`config.mk`:
```
export PLATFORM = sky130hd
export DESIGN_NAME = uvf_response
export DESIGN_NICKNAME = d
export VERILOG_FILES = /design/src/inc/uvf_pkg.sv /design/src/hw/uvf_response.sv
export SDC_FILE = /design/constraint.sdc
export NUM_CORES = 1
export LEC_CHECK = 0
export BUFFER_PORTS_ARGS = -buffer_cell sky130_fd_sc_hd__clkbuf_2
export CORE_MARGIN = 2
export CORE_UTILIZATION = 50
export CTS_BUF_LIST = sky130_fd_sc_hd__clkbuf_16
export DETAILED_ROUTE_END_ITERATION = 8
export PLACE_DENSITY = 0.77
export REMOVE_ABC_BUFFERS = 1
export SYNTH_ARGS = -nofsm -noshare
export SYNTH_HDL_FRONTEND = slang
export SYNTH_SLANG_ARGS = --single-unit
```
`constraint.sdc`:
```
create_clock -name clk -period 3.3 [get_ports clk]
set_clock_uncertainty 0.05 [all_clocks]
set_input_delay 0.66 -clock clk [delete_from_list [all_inputs] [get_ports clk]]
set_output_delay 0.66 -clock clk [all_outputs]
set_load 0.05 [all_outputs]
```
`src/inc/uvf_pkg.sv`:
```
package uvf_pkg;
  localparam logic [7:0] UVF_CMD_CODE = 8'h45;
  localparam int UVF_BIT_ZERO = 7;
  localparam int UVF_BIT_EN_N = 6;
  localparam int UVF_RS_HI = 5;
  localparam int UVF_RS_LO = 3;
  localparam int UVF_TD_HI = 2;
  localparam logic UVF_EN_N_RESET = 1'b1;
  localparam logic [2:0] UVF_TD_RESET = 3'h0;
  localparam logic [2:0] UVF_RS_LATCH = 3'h0;
  localparam logic [2:0] UVF_RS_HICCUP = 3'h7;
  localparam int UVF_CLK_MHZ = 100;
  localparam int UVF_TD0_US = 2;
  localparam int UVF_TD1_US = 16;
  localparam int UVF_TD2_US = 64;
  localparam int UVF_TD3_US = 256;
  localparam int UVF_HICCUP_MS = 52;
  localparam int UVF_TD0_CYC = UVF_TD0_US * UVF_CLK_MHZ;
  localparam int UVF_TD1_CYC = UVF_TD1_US * UVF_CLK_MHZ;
  localparam int UVF_TD2_CYC = UVF_TD2_US * UVF_CLK_MHZ;
  localparam int UVF_TD3_CYC = UVF_TD3_US * UVF_CLK_MHZ;
  localparam int UVF_HICCUP_CYC = UVF_HICCUP_MS * 1000 * UVF_CLK_MHZ;

  typedef enum logic [1:0] {
    UVF_RUN = 2'b00,
    UVF_WAIT = 2'b01,
    UVF_HICCUP = 2'b11,
    UVF_LATCHED = 2'b10
  } uvf_state_t;

  typedef struct packed {
    logic output_undervolt_flag;
    logic output_voltage_summary_flag;
    logic output_voltage_status_uv;
  } uvf_status_t;
endpackage : uvf_pkg

```
`src/hw/uvf_response.sv`:
```
`timescale 1ns/1ps
// undervoltage fault response with its command byte
module uvf_response #(
  parameter int HICCUP_CYC = uvf_pkg::UVF_HICCUP_CYC,
  parameter int TD3_CYC = uvf_pkg::UVF_TD3_CYC
) (
  input wire logic clk,
  input wire logic rst,
  input wire logic wr_stb,
  input wire logic [7:0] wr_cmd,
  input wire logic [7:0] wr_data,
  input wire logic [7:0] rd_cmd,
  input wire logic nvm_restore,
  input wire logic nvm_rs_bit,
  input wire logic uv_compare,
  input wire logic soft_start_done,
  input wire logic clear_faults,
  input wire logic enable_toggle,
  output logic wr_nack,
  output logic invalid_data,
  output logic [7:0] rd_data,
  output uvf_pkg::uvf_status_t status,
  output logic smbalert_n,
  output logic conv_enable,
  output logic nvm_rs_store
);
  // counter must span the longest interval, hiccup or slowest delay
  localparam int MAX_CYC = (HICCUP_CYC > TD3_CYC) ? HICCUP_CYC : TD3_CYC;
  localparam int CW = $clog2(MAX_CYC + 1);

  logic uv_respond_enable_n_r;
  logic [2:0] uv_retry_select_r;
  logic [1:0] uv_response_delay_r;
  logic fault_r;
  logic [CW-1:0] cnt_r;
  logic [CW-1:0] delay_cyc;
  logic [7:0] reg_value;
  logic hit;
  logic bad;
  logic uv_live;
  logic [2:0] wr_rs_field; // retry bits of the written byte
  logic [1:0] wr_td_field; // writable delay bits
  logic wr_en_n_bit;
  logic rs_legal;
  logic en_q_r; // enable bit one cycle ago
  logic en_rise;
  logic pend_r; // earlier ignored fault now being answered
  logic abort_wait;
  uvf_pkg::uvf_state_t state_r;

  // refuse counts that the counter or the delay ladder cannot serve
  initial begin
    if (HICCUP_CYC < 2) begin
      $error("uvf_response: hiccup count too small");
    end
    if (TD3_CYC < uvf_pkg::UVF_TD2_CYC) begin
      $error("uvf_response: slowest delay below the third step");
    end
    if (CW > 32) begin
      $error("uvf_response: counter wider than 32 bits");
    end
  end

  assign hit = wr_stb && (wr_cmd == uvf_pkg::UVF_CMD_CODE);
  // split the written byte into its fields
  assign wr_rs_field = wr_data[uvf_pkg::UVF_RS_HI:uvf_pkg::UVF_RS_LO];
  assign wr_td_field = wr_data[uvf_pkg::UVF_TD_HI-1:0];
  assign wr_en_n_bit = wr_data[uvf_pkg::UVF_BIT_EN_N];
  // only all-zero or all-one retry fields are served
  assign rs_legal = (wr_rs_field == uvf_pkg::UVF_RS_LATCH) ||
    (wr_rs_field == uvf_pkg::UVF_RS_HICCUP);
  // reject a set bit 7 or a mixed retry field
  assign bad = wr_data[uvf_pkg::UVF_BIT_ZERO] || !rs_legal;
  assign uv_live = uv_compare && soft_start_done;
  assign reg_value = {1'b0, uv_respond_enable_n_r, uv_retry_select_r, 1'b0,
    uv_response_delay_r};
  assign nvm_rs_store = uv_retry_select_r[2];

  // delay code to cycle count
  always_comb begin
    unique case (uv_response_delay_r)
      2'h0: delay_cyc = CW'(uvf_pkg::UVF_TD0_CYC);
      2'h1: delay_cyc = CW'(uvf_pkg::UVF_TD1_CYC);
      2'h2: delay_cyc = CW'(uvf_pkg::UVF_TD2_CYC);
      2'h3: delay_cyc = CW'(TD3_CYC);
    endcase
  end

  // respond-enable bit, live update
  always_ff @(posedge clk) begin
    if (rst) begin
      uv_respond_enable_n_r <= uvf_pkg::UVF_EN_N_RESET;
    end else if (hit && !bad) begin
      uv_respond_enable_n_r <= wr_en_n_bit;
    end
  end

  // retry bits: restore from storage wins over a host write
  always_ff @(posedge clk) begin
    if (rst) begin
      uv_retry_select_r <= uvf_pkg::UVF_RS_LATCH;
    end else if (nvm_restore) begin
      uv_retry_select_r <= {3{nvm_rs_bit}};
    end else if (hit && !bad) begin
      uv_retry_select_r <= wr_rs_field;
    end
  end

  // delay bits; the read-only top bit of the field is never stored
  always_ff @(posedge clk) begin
    if (rst) begin
      uv_response_delay_r <= uvf_pkg::UVF_TD_RESET[1:0];
    end else if (hit && !bad) begin
      uv_response_delay_r <= wr_td_field;
    end
  end

  // write answer and invalid-data flag
  always_ff @(posedge clk) begin
    if (rst) begin
      wr_nack <= 1'b0;
      invalid_data <= 1'b0;
    end else begin
      wr_nack <= hit && bad;
      if (hit && bad) begin
        invalid_data <= 1'b1;
      end else if (clear_faults) begin
        invalid_data <= 1'b0;
      end
    end
  end

  // read data
  always_ff @(posedge clk) begin
    if (rst) begin
      rd_data <= 8'h00;
    end else begin
      rd_data <= (rd_cmd == uvf_pkg::UVF_CMD_CODE) ? reg_value : 8'h00;
    end
  end

  // sticky fault status, set beats clear
  always_ff @(posedge clk) begin
    if (rst) begin
      fault_r <= 1'b0;
    end else if (uv_live) begin
      fault_r <= 1'b1;
    end else if (clear_faults) begin
      fault_r <= 1'b0;
    end
  end
  assign status = '{fault_r, fault_r, fault_r};
  assign smbalert_n = !fault_r;

  // enable bit edge; reset value matches the bit's own so no false edge
  always_ff @(posedge clk) begin
    if (rst) begin
      en_q_r <= uvf_pkg::UVF_EN_N_RESET;
    end else begin
      en_q_r <= uv_respond_enable_n_r;
    end
  end
  assign en_rise = uv_respond_enable_n_r && !en_q_r;

  // a fault kept while ignored is answered once responses are enabled
  always_ff @(posedge clk) begin
    if (rst) begin
      pend_r <= 1'b0;
    end else if (!uv_respond_enable_n_r || clear_faults) begin
      pend_r <= 1'b0;
    end else if (state_r == uvf_pkg::UVF_RUN && en_rise && fault_r) begin
      pend_r <= 1'b1;
    end else if (state_r != uvf_pkg::UVF_WAIT && state_r != uvf_pkg::UVF_RUN) begin
      pend_r <= 1'b0;
    end
  end
  // the wait ends early once the live fault and any pending one are gone
  assign abort_wait = !uv_live && !pend_r;

  // response sequencer with delay and hiccup counter
  always_ff @(posedge clk) begin
    if (rst) begin
      state_r <= uvf_pkg::UVF_RUN;
      cnt_r <= '0;
    end else begin
      unique case (state_r)
        uvf_pkg::UVF_RUN: begin
          cnt_r <= '0;
          // live fault, or an earlier ignored one when responses turn on
          if (uv_respond_enable_n_r && (uv_live || (en_rise && fault_r))) begin
            state_r <= uvf_pkg::UVF_WAIT;
          end
        end
        uvf_pkg::UVF_WAIT: begin
          if (!uv_respond_enable_n_r) begin
            state_r <= uvf_pkg::UVF_RUN;
          end else if (abort_wait) begin
            state_r <= uvf_pkg::UVF_RUN;
            cnt_r <= '0;
          end else if (cnt_r + 1'b1 >= delay_cyc) begin
            cnt_r <= '0;
            state_r <= (uv_retry_select_r == uvf_pkg::UVF_RS_HICCUP) ?
              uvf_pkg::UVF_HICCUP : uvf_pkg::UVF_LATCHED;
          end else begin
            cnt_r <= cnt_r + 1'b1;
          end
        end
        uvf_pkg::UVF_HICCUP: begin
          if (cnt_r + 1'b1 >= CW'(HICCUP_CYC)) begin
            cnt_r <= '0;
            state_r <= uvf_pkg::UVF_RUN;
          end else begin
            cnt_r <= cnt_r + 1'b1;
          end
        end
        uvf_pkg::UVF_LATCHED: begin
          if (enable_toggle) begin
            state_r <= uvf_pkg::UVF_RUN;
          end
        end
      endcase
    end
  end
  assign conv_enable = (state_r == uvf_pkg::UVF_RUN) || (state_r == uvf_pkg::UVF_WAIT);
endmodule : uvf_response

```
### Word level (Yosys, flattened, before mapping)

Cells that the tools add are included.

* eq/ne operators: 16
* bitwise gates (word level): 1
* add/subtract/negate cells: 1
* multiplexer cells: 21
* reduce and logical (&&, ||, !) cells: 36
* magnitude comparators: 2

Operators with widths (count)
* $mux 23: 4
* $pmux 23 s4: 1
* $pmux 23 s3: 1
* $add 23x1->23 const B: 1
* $ge 23x23->1: 1
* $ge 23x23->1 const B: 1
* $eq 8x7->1 const B: 2
* $mux 2: 6
* $logic_and 1x1->1: 11
* $reduce_bool 2->1: 5
* $eq 2x2->1 const B: 4
* $pmux 2 s4: 1
* $logic_not 1->1: 7
* $eq 3x3->1 const B: 2
* $mux 1: 6
* $mux 3: 2
* $ne 2x2->1 const B: 3
* $logic_or 1x1->1: 5
* $eq 2x1->1 const B: 2
* $logic_not 2->1: 2
* $ne 2x1->1 const B: 2
* $ne 4x4->1 const B: 1
* $reduce_and 4->1: 1
* $reduce_or 2->1: 2
* 4 further kinds: 4

* input bits: 33
* logic and storage cells: 89
* register bits after elaboration: 44

### Depth between registers and ports, before layout

* depth in word-level cells: 8
* mapped depth: 15
* mapped depth without buffers: 13

### Worst setup path after synthesis

Ideal clock, no wire load.

* path kind: register to register
* from: register cnt_r[0]
* to: register state_r[1]
* library setup time: 0.138 ns
* slack: -0.333 ns
* arrival: 3.445 ns
* clock period less this slack: 3.633 ns
* path buffers: 1
* cell stages (with the launch flop): 14
* required time: 3.112 ns
* cell sequence: dfxtp_1 -> ha_1 -> nand3_2 -> nor4_4 -> xnor2_1 -> ha_1 -> or3_1 -> a211o_1 -> a2111oi_2 -> o2111ai_1 -> nor4_4 -> buf_4 -> a2bb2oi_2 -> o41ai_1

* cells in the longest elaborated chain, start to end: 4
* elaborated cells between the ends (all ways): 6
* those cells by class: add/sub: 1; order compare: 2; eq/ne: 2; reduce/logical: 1

RTL lines
* from (decl): RTL line uvf_response.sv:35 `logic [CW-1:0] cnt_r;`
* from (signal assigned): RTL line uvf_response.sv:205 `cnt_r <= cnt_r + 1'b1;`
* from (signal assigned): RTL line uvf_response.sv:213 `cnt_r <= cnt_r + 1'b1;`
* $add 23x1->23 (*): RTL line uvf_response.sv:200, uvf_response.sv:209
* $ge 23x23->1, on equally long branches: RTL line uvf_response.sv:200, uvf_response.sv:209
* $ne 4x4->1 (no source line) or $ne 2x2->1 (tied branches)
* $reduce_and 4->1 (no source line) (*)
* to (signal assigned): RTL line uvf_response.sv:198 `state_r <= uvf_pkg::UVF_RUN;`
* to (signal assigned): RTL line uvf_response.sv:202 `state_r <= (uv_retry_select_r == uvf_pkg::UVF_RS_HICCUP) ?`
* to (signal assigned): RTL line uvf_response.sv:211 `state_r <= uvf_pkg::UVF_RUN;`
* to (decl): RTL line uvf_response.sv:49 `uvf_pkg::uvf_state_t state_r;`

Every way passes the cells marked *; elsewhere a longest branch is shown, timed or not.
A chain may end at the register's enable or synchronous reset.

### Worst setup path in the final report

* from: register cnt_r[0]
* to: register cnt_r[7]

* cells in the longest elaborated chain, start to end: 6
* elaborated cells between the ends (all ways): 8
* those cells by class: add/sub: 1; order compare: 2; mux: 5

RTL lines
* $add 23x1->23 (*)
* $ge 23x23->1: RTL line uvf_response.sv:200 `end else if (cnt_r + 1'b1 >= delay_cyc) begin`
* $mux 23: RTL line uvf_response.sv:200
* $mux 23: RTL line uvf_response.sv:197 `end else if (abort_wait) begin`
* $mux 23: RTL line uvf_response.sv:195 `if (!uv_respond_enable_n_r) begin`
* $pmux 23 s3 (*): RTL line uvf_response.sv:186 `unique case (state_r)`

Every way passes the cells marked *; elsewhere a longest branch is shown, timed or not. The select of a mux whose other input is x is not followed.

==> impl_summary.txt <==
----------------------------------------------------
[Status]
  Result of the run ... finished with violations
  Violated checks ... negative setup slack

[Synth]
  Count of mapped cells out of synthesis ... about 330
  Avg Cell Area, Syn ... 8.13 um^2
  Cell type with the highest aggregate area in the netlist ... dfxtp_1
  Top_reg_cell synth ... dfxtp_1
  Cell types with the highest counts after synthesis ... nand2_1, dfxtp_1, inv_1
  Post-synth top area share ... between 30% and 40%
  Synthesis Warnings ... 0
  Post-synthesis async set-or-reset flop share ... 0%
  Most numerous cell in the Yosys netlist ... nand2_1
  Number of flops mapped to enable cells by yosys ... 0
  Part of the Yosys area used for sequential elements ... between 30% and 40%
  Distinct cells, synth ... between 50 and 60
  Leading post-synthesis cells by cell area ... dfxtp_1, nand2_1, ha_1
  Cell area after technology mapping ... between 2000 and 3000 um^2
  Flops & latches, synth ... 42

[Timing]
  Final Max Slew Viols ... 0
  Measured slew at the worst slew-check pin ... 782 ps
  Smallest hold slack ... roughly 400 ps
  Part of the cycle the worst path needs ... 104%
  Max transition margin ... around 48%
  Highest clock frequency the design can meet ... slightly below 0.3 GHz
  Number of endpoints failing setup at the final stage ... 22
  Unrepaired setup endpoints after global routing ... true
  Total negative slack for setup checks ... -1290 ps
  Fin crit period ... around 3400 ps
  Worst setup margin ... -142 ps
  Number of endpoints with negative hold slack in the final report ... 0

[GRT]
  Via count of the first global-routing pass ... around 2600
  Layer with the highest usage ... met2
  Number of antenna violations at the first check in global routing ... 0
  Met3 Resource Use GR ... 4.88%
  Met1 track demand over resource in global routing ... between 20% and 30%
  Pin count of the biggest net entering global routing ... 21
  Overflow left after global routing ... 0
  Total global routing track utilization ... 24.0%
  Global-route met2 utilization ... a little over two fifths
  Global-route wire length before repair ... ~12000 um

[Power]
  Leak pwr ... 1.57 nW
  Max rail drop VDD ... 0.268 mV
  PwrDens ... ~300 nW/um^2

[Detailed routing]
  Remaining design rule violation count ... 0
  Post-DRT Antenna Nets ... 0
  Drt first-iter violations ... ~190
  Routed vias ... roughly 2800
  Number of iterations in the first detailed-routing pass ... 4
  Wirelength per Cell ... 15.7 um
  Routed Wire Length ... 7680 um
  Vias/cell ... a little under 6

[Placed design]
  Placed wire-length estimate after detailed placement ... between 5000 and 6000 um
  Dpl ws ... -322 ps
  Count of buffers from port buffering ... 45
  Placement-stage cell area ... about 3200 um^2
  Weighted congestion at the end of routability-driven global placement ... 0.857

[CTS]
  Clock-pin slew on the worst setup and hold paths ... ~60 ps
  Clock insertion delay at the later pin of the skew report ... 280 ps
  Inserted Clock Buffers ... 5
  Num Clock Sinks ... 42
  Clock tree buffer depth ... 2
  H-tree lvl count ... 2
  CTS tree ... done
  Root Buffer Master ... clkbuf_16
  Hold bufs inserted after CTS ... 0

[Critical path]
  Startpoint Class ... register
  Kind of capture point of the worst setup path ... register
  Buffer and inverter count on the worst path ... 4
  Cell Chain, Critical Path ... buf_6, nand4_4, or4_4, xnor2_2, ha_1, buf_4, buf_4, nand4_1, nor2_1, a21oi_1, o2111ai_2, nor4_4, buf_4, o31ai_4, o32ai_2
  Largest stage delay, worst path ... 550 ps
  Slowest CP cell ... or4_4
  Arrival time at the worst endpoint ... about 3600 ps
  Cell repeated most along the worst path ... buf_4
  Crit path max-delay family ... simple AND/OR/NAND/NOR gates
  Maximum fanout along the worst path ... 4
  Start-to-end type of the worst setup path ... register to register
  Worst EP required ... about 3400 ps

[Layout]
  Antenna cells ... 0
  Final Cell Area ... around 3700 um^2
  Share of post-route cells with drive strength above 1 ... between 30% and 40%
  Core occupancy in the finished layout ... between 70% and 80%
  Total Nets Final ... 462
  Relative area change from synthesis to final layout ... 35.6%
  # fillers ... about 370

[Floorplanning]
  X dimension of the die ... ~78 um
  Full die area ... 6020 um^2
  Site Rows ... 26
  Die height ... approximately 78 um
  Effective utilization at floorplan ... a little over half
  Core footprint ... slightly above 5000 um^2
  I/O Pins ... ~50

[Run]
  Max-cap viol count ... 0

[Min path]
  Kind of path behind the tightest hold check ... register to register

----------------------------------------------------
-- path summary, 6_finish.rpt --
path | slack (ps) | from | to | depth (start not counted)
worst max-delay path | -140 | cnt_r[0] | cnt_r[7] | 15
worst min-delay path | 400 | invalid_data | invalid_data | 1
worst max register to register | -140 | cnt_r[0] | cnt_r[7] | 15
worst min register to register | 400 | invalid_data | invalid_data | 1
-- stage by stage --
step           power, mW  std cells
2_1_floorplan      0.571        313
3_3_place_gp       0.607        466
6_report            1.10        488
4_1_cts             1.10        481
3_5_place_dp       0.609        466
5_1_grt             1.13        488
-- cell usage in the layout (no fill, tap or decap), types with 5 or more instances in the layout --
master	count
buf_4	44
xnor2_1	11
a21oi_1	15
clkbuf_16	5
ha_1	11
inv_1	18
buf_6	8
nor2_1	17
or3_1	5
nand2_1	49
o211ai_1	10
nand4_1	7
nand3_1	12
dfxtp_1	31
dfxtp_2	8
nor3_1	5
and2_1	8
clkbuf_2	45
and3_1	6
-- repair_timing --
action | 4_1_cts | 5_1_grt
pin swaps | 15 | 36
setup buffers | 7 | 7
setup endpoints to repair | 25 | 25
gates cloned | 0 | 0
resized for setup | 27 | 23
-- routing by layer --
layer  vias to the layer above  wire length, um  part of all wire [%]
met2                        88             3990                    52
li1                       1377                -                     -
met1                      1342             3090                    40
met5                         -                0                     0
met3                        17              435                   5.7
met4                         0              163                   2.1
-- flip-flops by register name, indices dropped and copies added (netlist names) --
name,count
cnt_r,23
en_q_r,1
fault_r,1
invalid_data,1
pend_r,1
rd_data,6
state_r,2
uv_respond_enable_n_r,1
uv_response_delay_r,2
uv_retry_select_r,3
wr_nack,1
-- cell type report --
class                      count  area, um^2  area share [%]
multi-input combinational    253        1860            50.6
inverter                      18        67.6            1.84
timing repair buffer          97         646            17.6
tap                           70        87.6            2.39
clock inverter                 3        23.8           0.648
sequential                    42         862            23.5
clock buffer                   5         125            3.41
-- logic make-up (layout without fill, tap and decap cells) --
| kind of cell | after synthesis | after routing | synth area share [%] |
|---|---|---|---|
| and+or+nand+nor | 144 | 144 | 30.2 |
| AOI/OAI and AO/OA | 78 | 78 | 20.7 |
| DFF | 42 | 42 | 31.1 |
| buffers and inverters | 39 | 123 | 6.75 |
| xor gates and xnor gates | 15 | 15 | 4.85 |
| adders and majority gates | 12 | 12 | 5.55 |
| muxes | 2 | 2 | 0.786 |
| other | 1 | 2 | 0.139 |
-- power by group --
part / total [mW] / leakage [nW] / switching, mW / internal [mW]
clock network: 0.492 / 0.0664 / 0.210 / 0.283
logic: 0.0885 / 1.15 / 0.0528 / 0.0357
registers: 0.516 / 0.346 / 0.00646 / 0.510
total: 1.10 / 1.57 / 0.269 / 0.828
Note: power is estimated with default switching activity, not from simulation.
